[src/wdt_pkg.sv]
// package: watchdog register layout, reset values and timing constants
package wdt_pkg;
  // register map
  localparam logic [3:0] ADDR_CONTROL = 4'h0;
  localparam logic [3:0] ADDR_STATUS = 4'h1;
  localparam logic [3:0] ADDR_CONFIG = 4'h2;
  // control field positions
  localparam int SYSCLK_KEEP_BIT = 7;
  localparam int TSEL_LSB = 4;
  localparam int KEY_LSB = 0;
  // reset values and key codes
  localparam logic [7:0] CONTROL_RESET = 8'h7A;
  localparam logic [3:0] KEY_DISABLE = 4'hA;
  localparam logic [3:0] KEY_RECOMMENDED = 4'h5;
  localparam logic [7:0] CONFIG_RESET = 8'h00;
  // config field positions
  localparam int CFG_WDT_DISABLE_BIT = 0;
  localparam int CFG_DUAL_CLEAR_BIT = 1;
  localparam int CFG_SRC_SYS_BIT = 2;
  localparam int CFG_PIN_RESET_BIT = 3;
  localparam int CFG_LVR_EN_BIT = 4;
  // counter sizing
  localparam int CNT_W = 15;
  localparam int BASE_SHIFT = 8;
  // timing
  localparam int CLK_HZ = 25_000_000;
  localparam int RESET_DELAY_MS = 100;
  localparam int RESET_DELAY_CYCLES = CLK_HZ / 1000 * RESET_DELAY_MS;
  localparam int LVR_MIN_US = 1;
  localparam int LVR_MIN_CYCLES = (CLK_HZ / 1_000_000) * LVR_MIN_US;
  // instruction events into the block
  typedef struct packed {
    logic clr_single;
    logic clr_first;
    logic clr_second;
    logic halt;
  } wdt_cmd_t;
  // operating mode
  typedef enum logic [1:0] {
    MODE_NORMAL,
    MODE_IDLE,
    MODE_IDLE_CLOCK_OFF,
    MODE_SLEEP
  } cpu_mode_t;
endpackage

[src/sync2.sv]
// two-flop synchroniser for one level
`timescale 1ns/100ps
`default_nettype none
module sync2 #(
  parameter logic INIT = 1'b0
) (
  // clock and reset
  input wire logic clk,
  input wire logic rst,
  // level in and out
  input wire logic d,
  output logic q
);
  logic meta_q;
  // first flop read only by the second
  always_ff @(posedge clk or posedge rst) begin
    if (rst) begin
      meta_q <= INIT;
      q <= INIT;
    end else begin
      meta_q <= d;
      q <= meta_q;
    end
  end
endmodule
`default_nettype wire

[src/hold_timer.sv]
// counter that reports a condition held for a least number of cycles
`timescale 1ns/100ps
`default_nettype none
module hold_timer #(
  parameter int COUNT = 4
) (
  // clock and reset
  input wire logic clk,
  input wire logic rst,
  // condition and result
  input wire logic cond,
  output logic held
);
  localparam int W = $clog2(COUNT + 1);
  localparam logic [W-1:0] LIMIT = W'(COUNT);
  logic [W-1:0] cnt_q;
  // count while the condition stands, restart when it drops
  always_ff @(posedge clk or posedge rst) begin
    if (rst) begin
      cnt_q <= '0;
    end else if (!cond) begin
      cnt_q <= '0;
    end else if (cnt_q != LIMIT) begin
      cnt_q <= cnt_q + W'(1);
    end
  end
  assign held = (cnt_q == LIMIT);
endmodule
`default_nettype wire

[src/wdt_reset_ctrl.sv]
// watchdog timer with control register and reset sources
//
// Added by the designer: the register addresses and the address-and-strobe port.
`timescale 1ns/100ps
`default_nettype none
module wdt_reset_ctrl
  import wdt_pkg::*;
#(
  parameter int DELAY_CYCLES = RESET_DELAY_CYCLES
) (
  // clock and power-on reset
  input wire logic clk,
  input wire logic rst,
  // register port
  input wire logic [3:0] addr,
  input wire logic [7:0] wdata,
  input wire logic wr,
  input wire logic rd,
  output logic [7:0] rdata,
  // cpu events, mode and clock ticks
  input wire wdt_cmd_t cmd,
  input wire cpu_mode_t mode,
  input wire logic sub_clock_tick,
  input wire logic sys_div4_tick,
  // pins and analog monitor
  input wire logic external_reset_pin,
  input wire logic low_supply,
  // reset, flag and control outputs
  output logic device_reset,
  output logic pc_sp_reset,
  output logic cpu_hold,
  output logic port_preset,
  output logic timeout_flag,
  output logic powerdown_flag,
  output logic idle_sysclk_keep
);
  // ----------------------------------------------------------------
  // input synchronisers
  // ----------------------------------------------------------------
  logic pin_s, sub_s, low_s;
  sync2 #(.INIT(1'b1)) u_pin (.clk(clk), .rst(rst),
    .d(external_reset_pin), .q(pin_s));
  sync2 #(.INIT(1'b0)) u_sub (.clk(clk), .rst(rst),
    .d(sub_clock_tick), .q(sub_s));
  sync2 #(.INIT(1'b0)) u_low (.clk(clk), .rst(rst),
    .d(low_supply), .q(low_s));

  // ----------------------------------------------------------------
  // registers
  // ----------------------------------------------------------------
  logic [7:0] control_q, config_q;
  logic to_q, pdf_q;
  logic [3:0] key;
  logic [2:0] tsel;
  logic cfg_off, cfg_dual, cfg_sys, cfg_pin, cfg_lvr;
  assign key = control_q[KEY_LSB +: 4];
  assign tsel = control_q[TSEL_LSB +: 3];
  assign cfg_off = config_q[CFG_WDT_DISABLE_BIT];
  assign cfg_dual = config_q[CFG_DUAL_CLEAR_BIT];
  assign cfg_sys = config_q[CFG_SRC_SYS_BIT];
  assign cfg_pin = config_q[CFG_PIN_RESET_BIT];
  assign cfg_lvr = config_q[CFG_LVR_EN_BIT];

  // reset source detection
  logic pin_low, lvr_held, ext_reset;
  assign pin_low = cfg_pin && !pin_s;
  hold_timer #(.COUNT(LVR_MIN_CYCLES)) u_lvr (.clk(clk), .rst(rst),
    .cond(low_s && cfg_lvr), .held(lvr_held));
  assign ext_reset = pin_low || lvr_held;

  // watchdog enable: off only with option and key 1010
  logic wdt_en;
  assign wdt_en = !(cfg_off && key == KEY_DISABLE);

  // control and config writes; power-on value holds key 1010
  always_ff @(posedge clk or posedge rst) begin
    if (rst) begin
      control_q <= CONTROL_RESET;
      config_q <= CONFIG_RESET;
    end else if (wr && addr == ADDR_CONTROL) begin
      control_q <= wdata;
    end else if (wr && addr == ADDR_CONFIG) begin
      config_q <= wdata;
    end
  end

  // read data one cycle after the strobe
  always_ff @(posedge clk or posedge rst) begin
    if (rst) begin
      rdata <= 8'h00;
    end else if (rd) begin
      unique case (addr)
        ADDR_CONTROL: rdata <= control_q;
        ADDR_STATUS: rdata <= {6'h00, pdf_q, to_q};
        ADDR_CONFIG: rdata <= config_q;
        default: rdata <= 8'h00;
      endcase
    end else begin
      rdata <= 8'h00;
    end
  end

  // ----------------------------------------------------------------
  // software clear decode
  // ----------------------------------------------------------------
  logic last_second_q, last_valid_q;
  logic sw_clear;
  always_comb begin
    sw_clear = 1'b0;
    if (wdt_en) begin
      if (!cfg_dual) begin
        sw_clear = cmd.clr_single;
      end else begin
        sw_clear = (cmd.clr_first && (!last_valid_q || last_second_q)) ||
                   (cmd.clr_second && (!last_valid_q || !last_second_q));
      end
    end
  end

  // remember which dual clear ran last
  always_ff @(posedge clk or posedge rst) begin
    if (rst) begin
      last_valid_q <= 1'b0;
      last_second_q <= 1'b0;
    end else if (wdt_en && cfg_dual && sw_clear) begin
      last_valid_q <= 1'b1;
      last_second_q <= cmd.clr_second;
    end
  end

  // ----------------------------------------------------------------
  // watchdog counter
  // ----------------------------------------------------------------
  logic [CNT_W-1:0] cnt_q;
  logic [CNT_W-1:0] limit;
  logic sub_prev_q;
  logic tick, src_stopped, overflow;
  always_ff @(posedge clk or posedge rst) begin
    if (rst) begin
      sub_prev_q <= 1'b0;
    end else begin
      sub_prev_q <= sub_s;
    end
  end
  // source select and stop of sys/4 in sleep or idle_clock_off_mode
  assign src_stopped = cfg_sys && (mode == MODE_SLEEP ||
                       mode == MODE_IDLE_CLOCK_OFF);
  assign tick = cfg_sys ? (sys_div4_tick && !src_stopped)
                        : (sub_s && !sub_prev_q);
  assign limit = CNT_W'((32'd1 << (BASE_SHIFT + 32'(tsel))) - 32'd1);
  assign overflow = wdt_en && tick && cnt_q == limit;

  // clears: reset, pin or lvr, cpu hold, software, halt, overflow
  always_ff @(posedge clk or posedge rst) begin
    if (rst) begin
      cnt_q <= '0;
    end else if (ext_reset || cpu_hold || sw_clear || cmd.halt) begin
      cnt_q <= '0;
    end else if (overflow) begin
      cnt_q <= '0;
    end else if (wdt_en && tick) begin
      cnt_q <= cnt_q + CNT_W'(1);
    end
  end

  // ----------------------------------------------------------------
  // status flags
  // ----------------------------------------------------------------
  logic asleep;
  assign asleep = mode != MODE_NORMAL;
  // overflow sets timeout_flag; set wins over clears
  always_ff @(posedge clk or posedge rst) begin
    if (rst) begin
      to_q <= 1'b0;
    end else if (overflow) begin
      to_q <= 1'b1;
    end else if (cmd.halt || sw_clear) begin
      to_q <= 1'b0;
    end
  end
  always_ff @(posedge clk or posedge rst) begin
    if (rst) begin
      pdf_q <= 1'b0;
    end else if (cmd.halt) begin
      pdf_q <= 1'b1;
    end else if (sw_clear) begin
      pdf_q <= 1'b0;
    end
  end

  // ----------------------------------------------------------------
  // reset outputs
  // ----------------------------------------------------------------
  // full reset on pin, lvr or normal overflow; pc/sp only asleep
  always_ff @(posedge clk or posedge rst) begin
    if (rst) begin
      device_reset <= 1'b1;
      pc_sp_reset <= 1'b0;
    end else begin
      device_reset <= ext_reset || (overflow && !asleep);
      pc_sp_reset <= overflow && asleep;
    end
  end

  // start-up delay counter after reset release
  localparam int DW = $clog2(DELAY_CYCLES + 1);
  logic [DW-1:0] delay_q;
  always_ff @(posedge clk or posedge rst) begin
    if (rst) begin
      delay_q <= DW'(DELAY_CYCLES);
    end else if (ext_reset || (overflow && !asleep)) begin
      delay_q <= DW'(DELAY_CYCLES);
    end else if (delay_q != '0) begin
      delay_q <= delay_q - DW'(1);
    end
  end
  always_ff @(posedge clk or posedge rst) begin
    if (rst) begin
      cpu_hold <= 1'b1;
    end else begin
      cpu_hold <= ext_reset || delay_q > DW'(1) ||
                  (overflow && !asleep);
    end
  end

  // port registers preset high during power-on reset
  always_ff @(posedge clk or posedge rst) begin
    if (rst) begin
      port_preset <= 1'b1;
    end else begin
      port_preset <= ext_reset;
    end
  end

  // flag and control outputs
  always_ff @(posedge clk or posedge rst) begin
    if (rst) begin
      timeout_flag <= 1'b0;
      powerdown_flag <= 1'b0;
      idle_sysclk_keep <= 1'b0;
    end else begin
      timeout_flag <= to_q;
      powerdown_flag <= pdf_q;
      idle_sysclk_keep <= control_q[SYSCLK_KEEP_BIT];
    end
  end

  // ----------------------------------------------------------------
  // checks
  // ----------------------------------------------------------------
  a_disabled_no_clear: assert property (@(posedge clk) disable iff (rst)
    (cfg_off && key == KEY_DISABLE) |-> !sw_clear)
    else $error("clear accepted while watchdog disabled");
  a_overflow_normal_reset: assert property (@(posedge clk)
    disable iff (rst) (overflow && !asleep) |=> device_reset && to_q)
    else $error("normal overflow without full reset");
  a_overflow_sleep_pcsp: assert property (@(posedge clk) disable iff (rst)
    (overflow && asleep && !ext_reset) |=> pc_sp_reset && !device_reset
    && to_q)
    else $error("sleep overflow handled wrongly");
  a_dual_repeat_ignored: assert property (@(posedge clk) disable iff (rst)
    (cfg_dual && last_valid_q && last_second_q && cmd.clr_second &&
     !cmd.clr_first) |-> !sw_clear)
    else $error("repeated second clear accepted");
  a_stopped_no_count: assert property (@(posedge clk) disable iff (rst)
    (src_stopped && !cmd.halt && !ext_reset && !sw_clear && !cpu_hold)
    |=> cnt_q == $past(cnt_q))
    else $error("counter moved with sys clock stopped");
  a_pin_clears_count: assert property (@(posedge clk) disable iff (rst)
    pin_low |=> cnt_q == '0 && device_reset)
    else $error("pin low did not clear counter");
  a_pin_option_off: assert property (@(posedge clk) disable iff (rst)
    !cfg_pin |-> !pin_low)
    else $error("reset pin acted with option off");
  a_overflow_pulse: assert property (@(posedge clk) disable iff (rst)
    overflow |=> cnt_q == '0 && !overflow)
    else $error("overflow not one cycle");
  a_hold_after_pin: assert property (@(posedge clk) disable iff (rst)
    $fell(pin_low) && !lvr_held |=> cpu_hold [*2])
    else $error("cpu released too early after pin");
  a_power_key: assert property (@(posedge clk)
    $fell(rst) |-> key == KEY_DISABLE)
    else $error("key not 1010 after power-on");

  // ----------------------------------------------------------------
  // further checks on enable, clears and outputs
  // ----------------------------------------------------------------
  // a disabled watchdog never times out
  a_disabled_no_overflow: assert property (@(posedge clk) disable iff (rst)
    !wdt_en |-> !overflow)
    else $error("overflow while watchdog disabled");

  // repeated first clear is ignored as well
  a_dual_first_repeat: assert property (@(posedge clk) disable iff (rst)
    (cfg_dual && last_valid_q && !last_second_q && cmd.clr_first &&
     !cmd.clr_second) |-> !sw_clear)
    else $error("repeated first clear accepted");

  // halt always clears the counter
  a_halt_clears_count: assert property (@(posedge clk) disable iff (rst)
    cmd.halt |=> cnt_q == '0)
    else $error("halt did not clear counter");

  // sleep time-out request lasts one cycle
  a_pcsp_one_cycle: assert property (@(posedge clk) disable iff (rst)
    pc_sp_reset |=> !pc_sp_reset)
    else $error("pc and sp reset longer than one cycle");

  // pin or supply reset presets the ports
  a_port_preset_ext: assert property (@(posedge clk) disable iff (rst)
    ext_reset |=> port_preset && device_reset)
    else $error("external reset without port preset");

  // idle clock keep follows control bit 7
  a_sysclk_keep_copy: assert property (@(posedge clk) disable iff (rst)
    $rose(control_q[SYSCLK_KEEP_BIT]) |=> idle_sysclk_keep)
    else $error("idle clock keep not following control");

  // read data are zero unless a read was made
  a_rdata_idle_zero: assert property (@(posedge clk) disable iff (rst)
    !rd |=> rdata == 8'h00)
    else $error("read data present without read");
endmodule
`default_nettype wire

[config.mk]
export PLATFORM = sky130hd
export DESIGN_NAME = wdt_reset_ctrl
export DESIGN_NICKNAME = d
export VERILOG_FILES = /design/src/wdt_pkg.sv /design/src/sync2.sv /design/src/hold_timer.sv /design/src/wdt_reset_ctrl.sv
export SDC_FILE = /design/constraint.sdc
export NUM_CORES = 1
export LEC_CHECK = 0
export BUFFER_PORTS_ARGS = -buffer_cell sky130_fd_sc_hd__buf_2
export CORE_ASPECT_RATIO = 1.25
export CORE_UTILIZATION = 25
export CTS_CLUSTER_SIZE = 20
export DETAILED_ROUTE_END_ITERATION = 12
export GPL_TIMING_DRIVEN = 1
export PLACE_DENSITY_LB_ADDON = 0.3
export SLEW_MARGIN = 20
export SYNTH_ARGS = -nofsm -noshare
export SYNTH_HDL_FRONTEND = slang
export SYNTH_SLANG_ARGS = --single-unit
[constraint.sdc]
create_clock -name clk -period 3.6 [get_ports clk]
set_input_delay 0.72 -clock clk [delete_from_list [all_inputs] [get_ports clk]]
set_output_delay 0.72 -clock clk [all_outputs]
set_load 0.01 [all_outputs]
==> results.py, run 1 <==
metrics = {
    "synthesis": {
        "synth_async_sr_flop_share_pct": 100.0,
        "ys_ff_latch": 84,
        "synthFlopType": "dfrtp_1",
        "syn_nets": 409,
        "syn-cell-area_um2": 3954,
        "synth_cell_types": 54,
        "synth_top_cell_by_area": "dfrtp_1",
        "synth_area_leaders": "dfrtp_1 42%, dfstp_2 12%, mux2_2 4.6%, nor2_1 4.4%, xnor2_1 3.1%",
        "synth_edf_count": 0,
        "seq_area_frac_synth_pct": 53.73,
        "yosysWarnings": 0,
        "syn_avg_cell_area_um2": 10.46,
        "synth_top_area_share_pct": 41.77,
        "syn_inst": 378,
    },
    "die": {
        "core_um2": 15510,
        "die_w_um": 114.5,
        "std_cell_rows": 51,
        "die_y_um": 142.6,
        "dieArea_um2": 16320,
        "ioPinCount": 41,
        "start_util_pct": 25.50,
    },
    "setup_path": {
        "crit_type": "reg2reg",
        "path_delay_family": "compound AO/OA/AOI/OAI gates",
        "cp.arrival_ps": 3000,
        "cp_cell_sequence": "nor4bb_1 > o2bb2ai_1 > nor3_1 > o2111ai_1 > o31a_1 > inv_1 > a21oi_1",
        "crit_buf_inv": 1,
        "path_max_fanout": 14,
        "slowest_delay_ps": 610,
        "cp_slowest_cell": "nor4bb_1",
        "end_kind": "register",
        "required_ps": 3860,
        "startpoint_type": "register",
    },
    "timing": {
        "finalSetupViolCount": 0,
        "post-route-period-util_pct": 76.08,
        "relSlewSlack_pct": 38.06,
        "slew_violations": 0,
        "finalCriticalPeriod_ps": 2739,
        "skew_ps": 7.346,
        "fin_ws_ps": 861.2,
        "rsz0062_at_grt": "no",
        "tns_ps": 0,
        "tightestPinTransition_ps": 929.1,
        "max_freq_mhz": 365.1,
        "hold_viol": 0,
    },
    "cts": {
        "clk_pin_slew_ps": 70,
        "cts_tree": "built",
        "htree_levels": 3,
        "cts_root_buf": "clkbuf_16",
        "cts_hold_buf": 0,
        "numCtsBuffers": 9,
        "post_cts_buffers": 0,
        "clk_latency_ps": 340,
        "cts.path.max_buffers": 2,
        "cts_num_sinks": 84,
        "cts-resized-gates": 0,
    },
    "finish": {
        "final_layout_size_suffix_gt1_share_pct": 24.18,
        "area_delta_synth_final_pct": 18.99,
        "diodes": 0,
        "fill_cells": 1591,
        "final_cell_mix": "66 x dfrtp_1, 46 x nor2_1, 40 x buf_2, 31 x nand2_1, 21 x a21oi_1",
        "regArea_um2": 2125,
        "multi_input_area_um2": 1752,
        "nets": 452,
        "final_common_cell": "dfrtp_1",
    },
    "pwr": {
        "p_leak_nw": 1.949,
        "swShare_pct": 28.10,
        "switchingPower_w": 0.0007034,
        "power_frac_seq_pct": 47.0,
        "p_int_w": 0.001800,
        "powerDensity_nw_per_um2": 532.2,
        "ir_drop_v": 0.0002658,
        "p_clk_share_pct": 37.4,
        "p_comb_share_pct": 15.6,
    },
    "drt": {
        "vias": 2900,
        "avgRoutedWirePerCell_um": 13.70,
        "wirelength_um": 8741,
        "ant_nets": 0,
        "first_pass_iters": 4,
        "vias_per_cell": 4.545,
        "drc": 0,
        "first_iter_violations": 128,
    },
    "grt": {
        "grt_max_degree": 55,
        "grt_pass1_vias": 3021,
        "grt-ovfl-total": 0,
        "grt_pass1_wl_um": 14700,
        "grt_use_total_pct": 11.84,
        "antenna_found_initial": 0,
    },
    "place": {
        "io_buffers": 40,
        "hpwl_um": 6372,
        "place_congestion": 0.7917,
        "place_ws_ps": 800.2,
    },
    "status": {
        "status": "completed",
    },
    "flow_run": {
        "max-cap-violations": 0,
    },
    "worst_hold_path": {
        "hold_class": "reg2reg",
    },
}
path summary, 6_finish.rpt:
path                       slack [ps]  depth (start not counted)          from           end
min in group asynchronous         540                          2           rst   delay_q[14]
hold / removal                    340                          0  u_low.meta_q       u_low.q
hold reg to reg                   340                          0  u_low.meta_q       u_low.q
setup / recovery                  860                          7  control_q[3]   delay_q[20]
max in group asynchronous        2200                          3           rst  control_q[6]
setup reg to reg                  860                          7  control_q[3]   delay_q[20]
logic make-up after synthesis:
group,after synthesis,share of synthesized area [%]
multiplexers,24,6.582
buffers and inverters,20,1.962
flip-flops,84,53.73
AO/OA/AOI/OAI,62,10.13
AND/OR/NAND/NOR,160,20.92
XOR/XNOR,23,5.095
adder cells (fa/ha/maj),5,1.582
synthesized netlist by cell type, drive strengths merged (4+ instances only):
| library cell | n |
|---|---|
| ha | 5 |
| or3 | 10 |
| nand2 | 31 |
| and3 | 4 |
| nor4 | 8 |
| o21ai | 12 |
| dfrtp | 66 |
| nor3 | 15 |
| dfstp | 18 |
| xnor2 | 14 |
| xor2 | 9 |
| clkbuf | 9 |
| nand2b | 6 |
| mux2 | 16 |
| mux2i | 8 |
| nor2 | 46 |
| or4 | 10 |
| inv | 8 |
| nand3 | 11 |
| o31ai | 8 |
| a21oi | 21 |
power by group through the flow:
stage | Sequential (W) | Combinational [W] | Clock, W
floorplan | 0.00115 | 0.000323 | 0
global placement | 0.00119 | 0.000393 | 0
detailed placement | 0.00119 | 0.000397 | 0
CTS | 0.00118 | 0.000399 | 0.000967
global route | 0.00120 | 0.000452 | 0.00101
finish | 0.00118 | 0.000391 | 0.000936
registers in the layout, indices dropped and copies added, names as in the netlist, 5 cells and up:
register,flops
u_lvr.cnt_q,5
rdata,8
config_q,8
control_q,8
cnt_q,15
delay_q,22
routing by layer:
| layer | share of wire [%] | up-vias | track usage (%) |
|---|---|---|---|
| li1 | - | 1438 | - |
| met1 | 43 | 1409 | 13.58 |
| met2 | 51 | 42 | 20.54 |
| met3 | 3.8 | 11 | 2.811 |
| met4 | 1.9 | 0 | 5.810 |
| met5 | 0 | - | 0 |
area by class of cell:
cell class / instances / share of cell area (%)
clock inverter: 6 / 1.543
clock buffer: 10 / 4.867
timing repair buffer: 44 / 4.894
tap: 212 / 5.638
sequential: 84 / 45.16
multi-input combinational: 274 / 37.23
inverter: 8 / 0.6649
worst reg2reg max path, delay by kind of cell, from the launching register on:
family	cells	cell delay (ps)
AOI/OAI and AO/OA	4	1090
and+or+nand+nor	2	710
DFF	1	530
buffers and inverters	1	320
per-stage QoR:
step           cells  total power, W  hold slack (ps)  util (%)  area [µm²]
2_1_floorplan    378        0.001472            331.2         -        3954
3_3_place_gp     622        0.001583            335.2     28.40        4403
3_5_place_dp     622        0.001589            336.3     28.40        4403
4_1_cts          638        0.002543            346.8     30.34        4705
5_1_grt          638        0.002653            351.1     30.34        4705
6_report         638        0.002504            344.1     30.34        4705
Power figures use the tool's default switching activity.
==> inputs of run 2 (changes only) <==
--- a/config.mk
+++ b/config.mk
@@ -5,6 +5,7 @@
 export SDC_FILE = /design/constraint.sdc
 export NUM_CORES = 1
 export LEC_CHECK = 0
+export ABC_AREA = 1
 export BUFFER_PORTS_ARGS = -buffer_cell sky130_fd_sc_hd__buf_2
 export CORE_ASPECT_RATIO = 1.25
 export CORE_UTILIZATION = 25
==> constraint.sdc (replaced) <==
create_clock -name clk -period 2.9 [get_ports clk]
set_input_delay 0.58 -clock clk [delete_from_list [all_inputs] [get_ports clk]]
set_output_delay 0.58 -clock clk [all_outputs]
set_load 0.01 [all_outputs]
==> run 2 against run 1 <==
Critical path type unchanged. Register-to-register slack got worse by 30 ps. Routed wire length increased by 26%. Highest routed layer unchanged. Die area increased by 16%. Hold slack got worse by 12 ps. Largest cell class unchanged. Via count increased by 34%. Total power increased by 28%. Maximum frequency increased by 32%.
==> results.py, run 2 <==
metrics = {
    "status": {
        "status": "completed",
    },
    "pwr": {
        "p_leak_nw": 2.724,
        "swShare_pct": 31.35,
        "powerDensity_nw_per_um2": 597.0,
        "power_frac_seq_pct": 45.4,
        "p_comb_share_pct": 17.9,
        "switchingPower_w": 0.001004,
        "p_clk_share_pct": 36.8,
        "p_int_w": 0.002199,
        "ir_drop_v": 0.0002642,
    },
    "flow_run": {
        "max-cap-violations": 0,
    },
    "drt": {
        "avgRoutedWirePerCell_um": 12.44,
        "first_iter_violations": 186,
        "drc": 0,
        "wirelength_um": 10980,
        "vias": 3882,
        "ant_nets": 0,
        "vias_per_cell": 4.396,
        "first_pass_iters": 5,
    },
    "cts": {
        "clk_pin_slew_ps": 70,
        "cts_num_sinks": 84,
        "cts.path.max_buffers": 2,
        "cts_hold_buf": 0,
        "cts-resized-gates": 0,
        "post_cts_buffers": 0,
        "cts_tree": "built",
        "clk_latency_ps": 350,
        "htree_levels": 3,
        "numCtsBuffers": 9,
        "cts_root_buf": "clkbuf_16",
    },
    "setup_path": {
        "path_max_fanout": 19,
        "rr_startpoint": "delay_q[0]",
        "required_ps": 3170,
        "end_kind": "register",
        "cp.arrival_ps": 2340,
        "crit_start": "delay_q[0]",
        "cp_cell_sequence": "inv_1 > ha_1 > nand2_2 > nor2_4 > nand2_4 > nor2_8 > nand2_4 > nand2_1 > xor2_1 > nand2_1",
        "slowest_delay_ps": 410,
        "cp_slowest_cell": "dfrtp_1",
        "startpoint_type": "register",
        "crit_type": "reg2reg",
    },
    "synthesis": {
        "synth_edf_count": 0,
        "synth_top_cell_by_area": "dfrtp_1",
        "synth_top_area_share_pct": 36.09,
        "syn-cell-area_um2": 4577,
        "seq_area_frac_synth_pct": 46.42,
        "synth_common_cells": "168 x nand2_1, 89 x inv_1, 73 x nor2_1",
        "synth_cell_types": 35,
        "ys_ff_latch": 84,
        "synthFlopType": "dfrtp_1",
        "syn_inst": 605,
        "yosysMostFrequentCell": "nand2_1",
        "synth_async_sr_flop_share_pct": 100.0,
        "synth_area_leaders": "dfrtp_1 36%, nand2_1 14%, dfstp_2 10%, inv_1 7.3%, nor2_1 6.0%",
        "syn_nets": 636,
        "yosysWarnings": 0,
        "syn_avg_cell_area_um2": 7.565,
    },
    "die": {
        "ioPinCount": 41,
        "die_w_um": 123.0,
        "start_util_pct": 25.86,
        "std_cell_rows": 54,
        "dieArea_um2": 18860,
        "die_y_um": 153.3,
        "core_um2": 17700,
    },
    "finish": {
        "fin_util_pct": 30.31,
        "top_regs": "delay_q: 22 flops, cnt_q: 15 flops",
        "final_layout_size_suffix_gt1_share_pct": 16.57,
        "largest_register_ffs": 22,
        "nets": 684,
        "fin_cells": 883,
        "area_delta_synth_final_pct": 17.22,
        "final_cell_mix": "168 x nand2_1, 88 x inv_1, 73 x nor2_1, 66 x dfrtp_1, 53 x nand3_1",
        "final_common_cell": "nand2_1",
        "top_register": "delay_q",
    },
    "timing": {
        "finalSetupViolCount": 0,
        "post-route-period-util_pct": 71.43,
        "slew_violations": 0,
        "max_freq_mhz": 482.8,
        "tns_ps": 0,
        "tightestPinTransition_ps": 732.3,
        "holdWs_ps": 332.0,
        "rsz0062_at_grt": "no",
        "skew_ps": 10.70,
        "finalCriticalPeriod_ps": 2071,
        "hold_viol": 0,
        "relSlewSlack_pct": 51.12,
    },
    "grt": {
        "grt_max_degree": 41,
        "grt-ovfl-total": 0,
        "grt_use_total_pct": 12.71,
        "grt_pass1_wl_um": 18710,
        "grt_pass1_vias": 3799,
        "antenna_found_initial": 1,
    },
    "place": {
        "io_buffers": 40,
        "dp_cells": 866,
        "place_congestion": 0.8285,
        "hpwl_um": 8268,
    },
    "worst_hold_path": {
        "worstHoldStart": "external_reset_pin",
        "hold_class": "in2reg",
    },
}
## run 2: path summary, 6_finish.rpt
kind	end	slack, ps	cells past startpoint
worst max-delay path	delay_q[5]	830	10
worst min-delay path	u_pin.meta_q	330	1
worst max register to register	delay_q[5]	830	10
worst min register to register	u_low.q	350	0
max in group asynchronous	control_q[5]	1810	3
min in group asynchronous	u_lvr.cnt_q[2]	340	2
## run 2: stage by stage
step                area (µm²)  total power [W]  setup slack, ps
finish                    5365         0.003203            828.7
global route              5363         0.003398            617.4
CTS                       5363         0.003249            785.9
detailed placement        5061         0.002054            696.2
global placement          5061         0.002045            748.6
floorplan                 4577         0.001875            184.6
## run 2: power groups by stage
stage               logic (W)  clock network (W)  registers [W]
floorplan            0.000441                  0        0.00143
global placement     0.000572                  0        0.00147
detailed placement   0.000580                  0        0.00147
CTS                  0.000582            0.00121        0.00145
global route         0.000668            0.00126        0.00147
finish               0.000572            0.00118        0.00145
## run 2: layout make-up
| class | count | area, µm² |
|---|---|---|
| fillers | 1937 | 12340 |
| flip-flops and latches | 84 | 2125 |
| multi-input cells | 419 | 2048 |
| inverters | 93 | 350.3 |
| well taps | 224 | 280.3 |
| repair buffers | 46 | 257.7 |
| clock buffers | 10 | 229.0 |
| clock inverters | 6 | 72.57 |
| diodes | 1 | 2.502 |
## run 2: routing by layer
| layer | routed length, µm | up-vias | GRT usage [%] |
|---|---|---|---|
| met2 | 5356 | 48 | 21.29 |
| met3 | 403 | 16 | 2.276 |
| met4 | 272 | 0 | 6.081 |
| met5 | 0 | - | 0 |
| met1 | 4949 | 1795 | 15.54 |
| li1 | - | 2023 | - |
## run 2: cell families after synthesis
logic type	after synthesis	share of synthesized area [%]
XOR/XNOR	15	3.035
flip-flops	84	46.42
AO/OA/AOI/OAI	43	5.085
adder cells (fa/ha/maj)	5	1.367
AND/OR/NAND/NOR	356	35.26
buffers and inverters	102	8.830
## run 2: critical path, delay by kind of cell, from the launching register on
family / cells / cell delay, ps
simple gates: 7 / 930
flops: 1 / 410
fa+ha+maj: 1 / 300
buf+inv: 1 / 190
xor+xnor: 1 / 160
